### src/hdl/rps_pkg.sv
package rps_pkg;
    localparam int CLK_HZ = 25000000;
    // longest enable-to-power-good delay, in microseconds
    localparam int PG_MAX_US = 6000;
    localparam int PG_MAX_CYC = (PG_MAX_US / 1000) * (CLK_HZ / 1000);
    // settle time of the core supply before power good, in microseconds
    localparam int SETTLE_US = 100;
    localparam int SETTLE_CYC = SETTLE_US * (CLK_HZ / 1000000);
    localparam int CNT_W = 24;

    typedef enum logic [1:0] {
        RPS_OFF = 2'b00,
        RPS_RAMP = 2'b01,
        RPS_SETTLE = 2'b11,
        RPS_GOOD = 2'b10
    } rps_state_t;

    // sampled analogue monitors, after synchronising
    typedef struct packed {
        logic enable;
        logic core_in_tol;
        logic dc_min_ok;
    } rps_mon_t;
endpackage

### src/hdl/rps_sync.sv
`timescale 1ns/1ns
`default_nettype none
module rps_sync #(
    parameter int W = 3
) (
    input wire logic MCLK,
    input wire logic RESET,
    input wire logic CE,
    input wire logic [W-1:0] D,
    output logic [W-1:0] Q
);
    logic [W-1:0] s1_reg;
    logic [W-1:0] s2_reg;
    logic [W-1:0] s3_reg;

    // a change counts only once stages two and three agree
    always_ff @(posedge MCLK) begin
        if (RESET) begin
            s1_reg <= '0;
            s2_reg <= '0;
            s3_reg <= '0;
            Q <= '0;
        end else if (CE) begin
            s1_reg <= D;
            s2_reg <= s1_reg;
            s3_reg <= s2_reg;
            for (int i = 0; i < W; i++) begin
                if (s2_reg[i] == s3_reg[i]) begin
                    Q[i] <= s3_reg[i];
                end
            end
        end
    end
endmodule
`default_nettype wire

### src/hdl/rps_top.sv
// Notes on behaviour
// - regulator runs while regulator_enable is high, off while low.
// - power good rises once core supply is within its tolerance band.
// - power good waits for stable core and main DC input at minimum.
// - power good is due within 6.0 ms of enable rising; a later start only sets STARTUP_LATE.
`timescale 1ns/1ns
`default_nettype none
module rps_top
    import rps_pkg::*;
#(
    parameter int PG_MAX = PG_MAX_CYC,
    parameter int SETTLE = SETTLE_CYC
) (
    input wire logic MCLK,
    input wire logic RESET,
    input wire logic CE,
    input wire logic REGULATOR_ENABLE,
    input wire logic CORE_IN_TOL,
    input wire logic MAIN_DC_OK,
    output logic REGULATOR_ON,
    output logic REGULATOR_POWER_GOOD,
    output logic REGULATOR_POWER_GOOD_OE,
    output logic STARTUP_LATE
);
    rps_mon_t mon;
    rps_state_t state_reg;
    rps_state_t state_next;
    logic [CNT_W-1:0] wait_reg;
    logic [CNT_W-1:0] settle_reg;

    // core in band and main input at minimum; both gate power good
    function automatic logic supplies_ok(input rps_mon_t m);
        return m.core_in_tol && m.dc_min_ok;
    endfunction

    rps_sync #(.W(3)) u_sync (
        .MCLK(MCLK),
        .RESET(RESET),
        .CE(CE),
        .D({REGULATOR_ENABLE, CORE_IN_TOL, MAIN_DC_OK}),
        .Q(mon)
    );

    always_comb begin
        state_next = state_reg;
        unique case (state_reg)
            RPS_OFF: if (mon.enable) state_next = RPS_RAMP;
            RPS_RAMP: begin
                if (!mon.enable) state_next = RPS_OFF;
                else if (supplies_ok(mon)) state_next = RPS_SETTLE;
            end
            RPS_SETTLE: begin
                if (!mon.enable) state_next = RPS_OFF;
                else if (!supplies_ok(mon)) state_next = RPS_RAMP;
                else if (settle_reg >= CNT_W'(SETTLE - 1)) state_next = RPS_GOOD;
            end
            RPS_GOOD: begin
                if (!mon.enable) state_next = RPS_OFF;
                else if (!supplies_ok(mon)) state_next = RPS_RAMP;
            end
        endcase
    end

    always_ff @(posedge MCLK) begin
        if (RESET) state_reg <= RPS_OFF;
        else if (CE) state_reg <= state_next;
    end

    // settle window: short, so power good still lands inside the 6 ms budget
    always_ff @(posedge MCLK) begin
        if (RESET) settle_reg <= '0;
        else if (CE) begin
            if (state_reg == RPS_SETTLE) settle_reg <= settle_reg + CNT_W'(1);
            else settle_reg <= '0;
        end
    end

    // counts from enable rise; flags a start that blows the budget
    always_ff @(posedge MCLK) begin
        if (RESET) begin
            wait_reg <= '0;
            STARTUP_LATE <= 1'b0;
        end else if (CE) begin
            if (!mon.enable) begin
                wait_reg <= '0;
                STARTUP_LATE <= 1'b0;
            end else if (state_reg != RPS_GOOD) begin
                if (wait_reg < CNT_W'(PG_MAX)) wait_reg <= wait_reg + CNT_W'(1);
                else STARTUP_LATE <= 1'b1;
            end
        end
    end

    always_ff @(posedge MCLK) begin
        if (RESET) REGULATOR_ON <= 1'b0;
        else if (CE) REGULATOR_ON <= mon.enable;
    end

    always_ff @(posedge MCLK) begin
        if (RESET) REGULATOR_POWER_GOOD <= 1'b0;
        else if (CE) REGULATOR_POWER_GOOD <= (state_next == RPS_GOOD);
    end

    // push-pull: board must not pull this line up
    assign REGULATOR_POWER_GOOD_OE = 1'b1;

    // regulator switching follows the filtered enable
    pg_needs_on_a: assert property (
        @(posedge MCLK) disable iff (RESET)
        REGULATOR_POWER_GOOD |-> REGULATOR_ON)
        else $error("power good without regulator on");
    on_follows_en_a: assert property (
        @(posedge MCLK) disable iff (RESET)
        CE && $changed(mon.enable) |=> REGULATOR_ON == $past(mon.enable))
        else $error("regulator on does not follow enable");
    on_low_a: assert property (
        @(posedge MCLK) disable iff (RESET)
        CE && !mon.enable |=> !REGULATOR_ON)
        else $error("regulator on with enable low");
    on_high_a: assert property (
        @(posedge MCLK) disable iff (RESET)
        CE && mon.enable |=> REGULATOR_ON)
        else $error("regulator off with enable high");
    pg_drop_a: assert property (
        @(posedge MCLK) disable iff (RESET)
        CE && !mon.enable |=> !REGULATOR_POWER_GOOD)
        else $error("power good stays with enable low");
    off_state_a: assert property (
        @(posedge MCLK) disable iff (RESET)
        CE && !mon.enable |=> state_reg == RPS_OFF)
        else $error("state not off with enable low");

    // power good only after a full settle inside the band
    pg_settle_a: assert property (
        @(posedge MCLK) disable iff (RESET)
        $rose(REGULATOR_POWER_GOOD) |-> $past(state_reg) == RPS_SETTLE)
        else $error("power good skipped settle");
    tol_loss_a: assert property (
        @(posedge MCLK) disable iff (RESET)
        CE && !mon.core_in_tol |=> !REGULATOR_POWER_GOOD)
        else $error("power good held outside tolerance");
    settle_done_a: assert property (
        @(posedge MCLK) disable iff (RESET)
        $rose(REGULATOR_POWER_GOOD) |-> $past(settle_reg) == CNT_W'(SETTLE - 1))
        else $error("power good before settle count");
    pg_hold_a: assert property (
        @(posedge MCLK) disable iff (RESET)
        CE && REGULATOR_POWER_GOOD && mon.enable && supplies_ok(mon) |=> REGULATOR_POWER_GOOD)
        else $error("power good dropped with supplies ok");
    good_exit_a: assert property (
        @(posedge MCLK) disable iff (RESET)
        CE && state_reg == RPS_GOOD && !supplies_ok(mon) |=> state_reg != RPS_GOOD)
        else $error("good state kept with supplies lost");
    settle_clear_a: assert property (
        @(posedge MCLK) disable iff (RESET)
        CE && state_reg != RPS_SETTLE |=> settle_reg == '0)
        else $error("settle count not cleared");

    // main input minimum gates the climb from ramp to power good
    pg_needs_dc_a: assert property (
        @(posedge MCLK) disable iff (RESET)
        $rose(REGULATOR_POWER_GOOD) |-> $past(mon.dc_min_ok) && $past(mon.core_in_tol))
        else $error("power good rose without supplies ok");
    dc_loss_a: assert property (
        @(posedge MCLK) disable iff (RESET)
        CE && !mon.dc_min_ok |=> !REGULATOR_POWER_GOOD)
        else $error("power good held with main input low");
    ramp_wait_a: assert property (
        @(posedge MCLK) disable iff (RESET)
        CE && state_reg == RPS_RAMP && !supplies_ok(mon) |=> !REGULATOR_POWER_GOOD)
        else $error("power good during ramp");
    settle_entry_a: assert property (
        @(posedge MCLK) disable iff (RESET)
        CE && state_reg == RPS_RAMP && mon.enable && supplies_ok(mon) |=> state_reg == RPS_SETTLE)
        else $error("settle not entered");

    // late flag is a diagnostic only; it never holds power good back
    late_flag_a: assert property (
        @(posedge MCLK) disable iff (RESET)
        $rose(STARTUP_LATE) |-> wait_reg == CNT_W'(PG_MAX) && !REGULATOR_POWER_GOOD)
        else $error("late flag at wrong time");
    late_needs_on_a: assert property (
        @(posedge MCLK) disable iff (RESET)
        STARTUP_LATE |-> REGULATOR_ON)
        else $error("late flag with regulator off");
    wait_bound_a: assert property (
        @(posedge MCLK) disable iff (RESET)
        wait_reg <= CNT_W'(PG_MAX))
        else $error("startup counter past budget");
    late_set_a: assert property (
        @(posedge MCLK) disable iff (RESET)
        CE && mon.enable && state_reg != RPS_GOOD && wait_reg == CNT_W'(PG_MAX) |=> STARTUP_LATE)
        else $error("late flag missing");
    late_clear_a: assert property (
        @(posedge MCLK) disable iff (RESET)
        CE && !mon.enable |=> !STARTUP_LATE)
        else $error("late flag kept with enable low");

    oe_high_a: assert property (
        @(posedge MCLK) disable iff (RESET)
        REGULATOR_POWER_GOOD_OE)
        else $error("power good not driven");

    // a low enable input must freeze every output
    ce_freeze_a: assert property (
        @(posedge MCLK) disable iff (RESET)
        !CE |=> $stable(REGULATOR_ON) && $stable(REGULATOR_POWER_GOOD) && $stable(STARTUP_LATE))
        else $error("outputs moved while frozen");

    start_c: cover property (@(posedge MCLK) $rose(REGULATOR_POWER_GOOD));
    late_c: cover property (@(posedge MCLK) $rose(STARTUP_LATE));
    off_c: cover property (@(posedge MCLK) $fell(REGULATOR_ON));
    lost_c: cover property (@(posedge MCLK) $fell(REGULATOR_POWER_GOOD) && REGULATOR_ON);
    freeze_c: cover property (@(posedge MCLK) !CE && REGULATOR_ON);
endmodule
`default_nettype wire

### config.mk
export PLATFORM = sky130hd
export DESIGN_NAME = rps_top
export DESIGN_NICKNAME = d
export VERILOG_FILES = /design/src/hdl/rps_pkg.sv /design/src/hdl/rps_sync.sv /design/src/hdl/rps_top.sv
export SDC_FILE = /design/constraint.sdc
export NUM_CORES = 1
export LEC_CHECK = 0
export ABC_AREA = 1
export BUFFER_PORTS_ARGS = -buffer_cell sky130_fd_sc_hd__buf_2
export CAP_MARGIN = 15
export CORE_ASPECT_RATIO = 1.1
export CORE_UTILIZATION = 40
export DETAILED_ROUTE_END_ITERATION = 8
export SLEW_MARGIN = 30
export SYNTH_ARGS = -nofsm -noshare
export SYNTH_HDL_FRONTEND = slang
export SYNTH_SLANG_ARGS = --single-unit
### constraint.sdc
create_clock -name MCLK -period 1.5 [get_ports MCLK]
set_input_delay 0.3 -clock MCLK [delete_from_list [all_inputs] [get_ports MCLK]]
set_output_delay 0.3 -clock MCLK [all_outputs]
set_load 0.01 [all_outputs]
# After elaboration in Yosys (flattened, before gate mapping)
# Cells that the tools add are included.
# Widths: inputs -> output; s select.
[word_totals]
reg_bits = 65
in_bits = 6
output_inout_bits = 4
[op_classes]
add_sub_neg = 2
n_lt_le_gt_ge = 2
eq_ne = 11
mux = 16
n_reduce_logical = 7
[ops]
columns = ["op", "n"]
rows = [
  ["$mux 24", 4],
  ["$add 24x1->24 const B", 2],
  ["$ge 24x12->1 const B", 1],
  ["$lt 24x18->1 const B", 1],
  ["$mux 2", 8],
  ["$ne 2x2->1 const B", 4],
  ["$pmux 2 s4", 1],
  ["$eq 2x2->1 const B", 3],
  ["$reduce_and 2->1", 3],
  ["$reduce_and 3->1", 2],
  ["$eq 1x1->1", 3],
  ["$mux 1", 3],
  ["$eq 2x1->1 const B", 1],
  ["$logic_not 2->1", 1],
  ["$logic_and 1x1->1", 1],
]

# Longest topological paths before layout
# Gate-level depths: netlist of the first run.
[logic_depth]
depth_word = 6
mapped_depth = 12
mapped_depth_nobuf = 12

# Hierarchy
# A second synthesis of the first run with hierarchy kept.
[hier_totals]
cells_unflattened = 494
area_unflattened_um2 = 3374.5
[modules_own_cells]
columns = ["mod", "instances", "cells_per_inst", "area_each_um2", "seq_area_each_um2"]
rows = [
  ["rps_top", 1, 435, 2889.0, 1061.0],
  ["rps_sync", 1, 59, 485.5, 240.2],
]

# Worst setup path before layout of the first run
# OpenSTA, ideal clock, no wires.
[synth_timing]
path_type = "reg-to-reg"
start = "register settle_reg[0]"
end = "register settle_reg[20]"
setup_time_ns = 0.114
t_arrival_ns = 1.378
t_required_ns = 1.386
setup_slack_ns = 0.009
stages_incl_launch_ff = 13
path_buffers = 0
cell_sequence = "dfxtp_1 ha_1 nand2_1 nor2_4 nand2_1 nor2_1 nand3_1 nor2_1 nand2_1 inv_2 nand2_1 nand2_1 nor2_1"
[synth_between]
elab_chain_len = 2
[synth_rtl]
columns = ["item", "line", "source"]
rows = [
  ["start: declaration", "rps_top.sv:29", "logic [CNT_W-1:0] settle_reg;"],
  ["start signal: assignment", "rps_top.sv:73", "if (state_reg == RPS_SETTLE) settle_reg <= settle_reg + CNT_W'(1);"],
  ["$add 24x1->24", "rps_top.sv:73", ""],
  ["$mux 24", "rps_top.sv:73", ""],
]
# Every way passes these cells.
# A chain may end at the register's enable or synchronous reset.

# Worst setup path after layout of the first run
[layout_timing]
start = "register wait_reg[13]"
end = "register wait_reg[10]"
[layout_between]
elab_chain_len = 3
[layout_rtl]
columns = ["item", "line", "source"]
rows = [
  ["start: declaration", "rps_top.sv:28", "logic [CNT_W-1:0] wait_reg;"],
  ["start signal: assignment", "rps_top.sv:88", "if (wait_reg < CNT_W'(PG_MAX)) wait_reg <= wait_reg + CNT_W'(1);"],
  ["$lt 24x18->1", "rps_top.sv:88", ""],
  ["$ne 2x2->1 (no source line)", "--", ""],
  ["$reduce_and 3->1 (no source line)", "--", ""],
]
# Every way passes these cells.

==> results.sh, run 1 <==
export IMPL_synthesis_instances=489
export IMPL_yosys_area_share_simple_pct=38.6
export IMPL_internal_power_mw=3.09
export IMPL_comb_power_share_pct=5.1
export IMPL_gp_congestion=0.858
export IMPL_syn_avg_cell_area_um2=6.67
export IMPL_grt_antenna_before_repair=0
export IMPL_multiInputGateArea_um2=2280
export IMPL_start_util_pct=41.2
export IMPL_arrival_ns=1.83
export IMPL_synth_edf_count=0
export IMPL_peakVddDrop_v=0.000603
export IMPL_path_class="reg -> reg"
export IMPL_synth_nets=497
export IMPL_final_cell_area_um2=4760
export IMPL_hold_violations=0
export IMPL_yosys_top_cells_area="dfxtp_1 40%, nand2_1 12%, nor2_1 12%"
export IMPL_drive_above_1_share_pct=40.0
export IMPL_root_buffer="clkbuf_8"
export IMPL_clk_pin_slew_ns=0.08
export IMPL_endpoint_kind="flop"
export IMPL_portBuffers=8
export IMPL_final_core_utilization_pct=60.2
export IMPL_yosys_warnings=0
export IMPL_first_iter_violations=161
export IMPL_synth_top_area_share_pct=39.9
export IMPL_routed_wl_um=8910
export IMPL_cts_buffers=9
export IMPL_yosys_cell_types_count=39
export IMPL_synth_ff_type="dfxtp_1"
export IMPL_yosys_area_top_type="dfxtp_1"
export IMPL_power_switching_share_pct=22.3
export IMPL_die_y_um=96.7
export IMPL_core_area_um2=7910
export IMPL_p_leak_nw=1.77
export IMPL_clockBufferDepth=2
export IMPL_critPathMaxFanout=7
export IMPL_rsz0062_at_grt="yes"
export IMPL_synth_seq_cells=65
export IMPL_fin_crit_ns=1.55
export IMPL_yosysSeqAreaShare_pct=39.9
export IMPL_min_period_over_period_pct=104
export IMPL_cts_tree="built"
export IMPL_met2_usage_pct=32.9
export IMPL_cts_num_sinks=65
export IMPL_clkLatencyLatePin_ns=0.35
export IMPL_die_area_um2=8510
export IMPL_syn2layout_area_growth_pct=46.1
export IMPL_drv_slew=0
export IMPL_htreeDepth=3
export IMPL_outcome="finished, violations left"
export IMPL_overflow=0
export IMPL_fin_nets=570
export IMPL_pre_cts_ws_ns=-0.0944
export IMPL_nFillCells=711
export IMPL_timing_fmax_mhz=644
export IMPL_synth_xor_area_share_pct=1.88
export IMPL_yosysMostFrequentCell="nand2_1"
export IMPL_failed_checks="setup timing"
export IMPL_wl_per_cell_um=13.2
export IMPL_top_usage_layer="met2"
export IMPL_worst_endpoint_required_ns=1.77
export IMPL_grt_max_degree=24
export IMPL_synth_compound_area_share_pct=11.9
export IMPL_power_density_nw_per_um2=835
export IMPL_seqCellArea_um2=1350
export IMPL_synthMuxAreaShare_pct=0
export IMPL_syn_area_um2=3260
export IMPL_synthArstFlopShare_pct=0
export IMPL_cp_start_kind="flop"
export IMPL_synth_top_family_by_area="simple AND/OR/NAND/NOR gates"
export IMPL_remaining_drc_errors=0
export IMPL_setup_slack_ns=-0.0540
export IMPL_grt_use_met3_pct=4.78
export IMPL_p_switching_mw=0.888
export IMPL_num_rows=34
export IMPL_finClkSkew_ns=0.0124
export IMPL_postRouteAntennaNets=0
export IMPL_grt_util_all_layers_pct=20.7
export IMPL_synthTopCellsByCount="105 x nand2_1, 102 x nor2_1, 65 x dfxtp_1"
export IMPL_grt_pass1_vias=3092
export IMPL_seq_power_share_pct=43.9
export IMPL_via_per_inst=5.11
export IMPL_io_pins=10
export IMPL_use_met1_pct=27.1
export IMPL_dr_pass1_iters=4
export IMPL_maxCapViolCount=0
export IMPL_power_share_clock_pct=51.1
export IMPL_n_antenna_cell=0
export IMPL_synthAdderAreaFrac_pct=0.768
export IMPL_vias=3450
export IMPL_placed_area_um2=3720
export IMPL_hold_class="in -> reg"
export IMPL_die_x_um=88.1
export IMPL_setup_viol=4
export IMPL_grt_pass1_wl_um=14000
export IMPL_dp_hpwl_um=5390
## cells by family (layout without fill, tap and decap cells)
family,Yosys count,count (layout)
simple gates,287,290
compound gates,74,74
flops,65,65
buf+inv,53,128
xor+xnor,7,7
fa+ha+maj,2,2
other cells,1,1
## per-layer routing
layer	routed length, µm	share of wire, %
met2	4370	49
met1	4000	45
met5	0	0
met4	189	2.1
met3	340	3.8
## critical path, stage by stage (launching register included)
cell and delay (ns):
dfxtp_4 0.37, inv_2 0.06, nand2_2 0.06, a21oi_2 0.12
nand2_1 0.09, nand2_2 0.08, nand3_4 0.11, nand2_8 0.18
clkbuf_16 0.18, nand3_2 0.06, a21oi_1 0.17
## final timing paths
| path | slack, ns | cells after the start | to | from |
|---|---|---|---|---|
| worst max-delay path | -0.05 | 10 | wait_reg[10] | wait_reg[13] |
| worst min-delay path | 0.16 | 3 | u_sync.s1_reg[1] | CORE_IN_TOL |
| worst max register to register | -0.05 | 10 | wait_reg[10] | wait_reg[13] |
| worst min register to register | 0.44 | 2 | wait_reg[20] | wait_reg[20] |
## placed cells by master, fill, tap and decap left out, types with 3 or more instances in the layout
master and instances:
nand2_2 12, dfxtp_2 14, nor2_4 8, buf_4 61
nand3_4 6, a21oi_2 16, o21ai_0 19, buf_2 8
buf_6 3, nand2_1 85, nor2_2 18, nand2_4 10
nor3_2 4, nand2_8 4, o21ai_1 8, bufinv_16 4
nor2_1 81, dfxtp_4 9, inv_1 26, xnor2_1 3
nand3_2 18, xor2_1 4, a21oi_1 25, clkbuf_8 9
nor4_1 4, nand4_1 8, nor3_1 11, nand3_1 12
dfxtp_1 42, inv_2 7
## metrics by stage
step | total power [mW] | cells | hold slack, ns | setup TNS, ns
CTS | 4.00 | 664 | 0.152 | -0.0402
detailed placement | 1.96 | 639 | 0.430 | -0.288
finish | 3.97 | 675 | 0.163 | -0.0908
floorplan | 1.90 | 489 | 0.417 | 0
global placement | 1.96 | 639 | 0.427 | -0.0586
global route | 4.13 | 675 | 0.153 | -1.46
## area by class of cell
class	count	share of cell area [%]
Clock buffer	10	2.68
Clock inverter	6	2.89
Inverter	37	3.02
Multi-Input combinational cell	374	47.8
Sequential cell	65	28.4
Tap cell	108	2.84
Timing Repair Buffer	75	12.3
## power groups by stage
| stage | Sequential [mW] | Clock (mW) | Combinational (mW) |
|---|---|---|---|
| finish | 1.74 | 2.03 | 0.202 |
| global route | 1.75 | 2.17 | 0.222 |
| CTS | 1.76 | 2.07 | 0.169 |
| detailed placement | 1.80 | 0 | 0.161 |
| global placement | 1.80 | 0 | 0.160 |
| floorplan | 1.80 | 0 | 0.104 |
## what timing repair did
action / CTS / global route
buffers inserted: 9 / 8
pin swaps: 9 / 51
gates cloned: 0 / 4
endpoints found under the hold margin: 0 / 0
resized for setup: 28 / 138
endpoints found under the setup margin: 17 / 40
hold buffers: 0 / 0
(Power assumes the default switching activity.)
==> run 2, diff against run 1 <==
--- a/config.mk
+++ b/config.mk
@@ -9,7 +9,8 @@
 export BUFFER_PORTS_ARGS = -buffer_cell sky130_fd_sc_hd__buf_2
 export CAP_MARGIN = 15
 export CORE_ASPECT_RATIO = 1.1
-export CORE_UTILIZATION = 40
+export CORE_UTILIZATION = 30
+export CTS_BUF_LIST = sky130_fd_sc_hd__clkbuf_4
 export DETAILED_ROUTE_END_ITERATION = 8
 export SLEW_MARGIN = 30
 export SYNTH_ARGS = -nofsm -noshare
==> run 2 against run 1 <==
The flow still finishes with violations (setup timing). Clock-buffer cell count up 1. Cell count increased by 3.6%. Hold slack worse by 0.045 ns. Critical path type unchanged.
==> results.sh, run 2 (synthesized netlist as in run 1, its figures left out) <==
export IMPL_grt_pass1_wl_um=14000
export IMPL_power_density_nw_per_um2=705
export IMPL_gp_congestion=0.883
export IMPL_seq_power_share_pct=56.7
export IMPL_drive_above_1_share_pct=33.3
export IMPL_multiInputGateArea_um2=2130
export IMPL_r2r_slack_ns=-0.03
export IMPL_critPathTopFamily="simple AND/OR/NAND/NOR gates"
export IMPL_final_common_cell="nand2_1"
export IMPL_crit_slowest_cell="dfxtp_4"
export IMPL_endpoint_kind="flop"
export IMPL_finClkSkew_ns=0.0133
export IMPL_min_period_over_period_pct=102
export IMPL_root_buffer="clkbuf_4"
export IMPL_setup_viol=11
export IMPL_clk_pin_slew_ns=0.11
export IMPL_cp_num_cells=10
export IMPL_first_iter_violations=139
export IMPL_p_switching_mw=0.751
export IMPL_stdcell_count=699
export IMPL_p_leak_nw=1.56
export IMPL_cts_buffers=9
export IMPL_ctsHoldBuffers=0
export IMPL_final_cell_mix="97 x nand2_1, 89 x nor2_1, 53 x buf_4"
export IMPL_num_rows=39
export IMPL_clkLatencyLatePin_ns=0.40
export IMPL_reg2reg_from="wait_reg[13]"
export IMPL_path_class="reg -> reg"
export IMPL_crit_buf_inv=2
export IMPL_reg2regPathDepth=10
export IMPL_dp_hpwl_um=5490
export IMPL_portBuffers=8
export IMPL_dpl_cell_count=675
export IMPL_failed_checks="setup timing"
export IMPL_maxCapViolCount=0
export IMPL_peakVddDrop_v=0.000426
export IMPL_postRouteAntennaNets=0
export IMPL_fin_nets=558
export IMPL_clockBufferDepth=2
export IMPL_routed_wl_um=8490
export IMPL_grt_max_degree=23
export IMPL_die_area_um2=11300
export IMPL_internal_power_mw=2.34
export IMPL_setup_slack_ns=-0.0306
export IMPL_arrival_ns=1.87
export IMPL_htreeDepth=3
export IMPL_cts_num_sinks=65
export IMPL_start_util_pct=31.1
export IMPL_fin_setup_tns_ns=-0.154
export IMPL_hold_violations=0
export IMPL_syn2layout_area_growth_pct=34.6
export IMPL_crit_end="wait_reg[3]"
export IMPL_core_area_um2=10500
export IMPL_grt_antenna_before_repair=1
export IMPL_fin_crit_ns=1.53
export IMPL_pre_cts_ws_ns=-0.0954
export IMPL_comb_power_share_pct=5.7
export IMPL_outcome="finished, violations left"
export IMPL_dr_pass1_iters=4
export IMPL_worstPathCellList="inv_2, nand2_2, a21oi_2, nand2_1, nand2_1, nand3_4, nand2_8, buf_8, nand3_4, a21oi_2"
export IMPL_critPathMaxFanout=7
export IMPL_timing_fmax_mhz=653
export IMPL_io_pins=10
export IMPL_overflow=0
export IMPL_grt_util_all_layers_pct=15.4
export IMPL_remaining_drc_errors=0
export IMPL_drv_slew=0
export IMPL_die_y_um=111
export IMPL_startpoint="wait_reg[13]"
export IMPL_hold_class="in -> reg"
export IMPL_cts_tree="built"
export IMPL_worst_endpoint_required_ns=1.83
export IMPL_via_per_inst=4.82
export IMPL_wl_per_cell_um=12.1
export IMPL_seqCellArea_um2=1330
export IMPL_power_share_clock_pct=37.6
export IMPL_rsz0062_at_grt="yes"
export IMPL_grt_pass1_vias=3227
export IMPL_reg2reg_to="wait_reg[3]"
export IMPL_nFillCells=1089
export IMPL_cp_start_kind="flop"
export IMPL_max_stage_delay_ns=0.39
export IMPL_power_switching_share_pct=24.3
export IMPL_die_x_um=101
export IMPL_whs_ns=0.118
export IMPL_vias=3369
run 2: area by class of cell:
type	instances	area share, %
multi-input cells	373	48.5
repair buffers	64	10.8
well taps	143	4.08
clock buffers	11	1.88
diodes	1	0.0570
clock inverters	5	1.28
flip-flops and latches	65	30.2
inverters	37	3.17
run 2: stage by stage:
stage / utilization, % / total power, mW / cell area (µm²)
floorplan: - / 1.90 / 3260
global placement: 36.0 / 1.95 / 3780
detailed placement: 36.0 / 1.95 / 3780
CTS: 38.3 / 3.13 / 4020
global route: 41.8 / 3.25 / 4390
finish: 41.8 / 3.10 / 4390
run 2: worst min path at each step:
stage / slack (ns) / endpoint / startpoint / cells past startpoint
after floorplan: 0.42 / wait_reg[19] / wait_reg[19] / 2
after global placement: 0.43 / wait_reg[20] / wait_reg[20] / 2
after detailed placement: 0.43 / wait_reg[20] / wait_reg[20] / 2
after CTS: 0.09 / u_sync.s1_reg[0] / MAIN_DC_OK / 3
after global routing: 0.1 / u_sync.s1_reg[1] / CORE_IN_TOL / 3
final: 0.12 / u_sync.s1_reg[0] / MAIN_DC_OK / 3
run 2: tightest hold or removal path, stage by stage:
cell	delay, ns
buf_2	0.07
nor2_1	0.03
nor2_1	0.08
run 2: timing repair:
item / 4_1_cts / 5_1_grt
setup buffers: 3 / 1
endpoints found under the setup margin: 23 / 39
pin swaps: 5 / 26
gates resized for setup: 20 / 91
cloned: 1 / 2
run 2: layer usage:
| layer | share of wire [%] | vias up | routed length, µm | global-route usage, % |
|---|---|---|---|---|
| met2 | 50 | 62 | 4240 | 26.6 |
| met3 | 3.0 | 15 | 256 | 3.78 |
| met5 | 0 | - | 0 | 0 |
| met4 | 1.9 | 0 | 165 | 4.64 |
| met1 | 45 | 1568 | 3830 | 18.6 |
| li1 | - | 1724 | - | - |
run 2: power groups by stage:
stage / combinational (mW) / sequential, mW / clock, mW
after detailed placement: 0.156 / 1.80 / 0
after floorplan: 0.104 / 1.80 / 0
after CTS: 0.163 / 1.76 / 1.21
after global placement: 0.152 / 1.80 / 0
final: 0.176 / 1.76 / 1.16
after global routing: 0.198 / 1.76 / 1.29
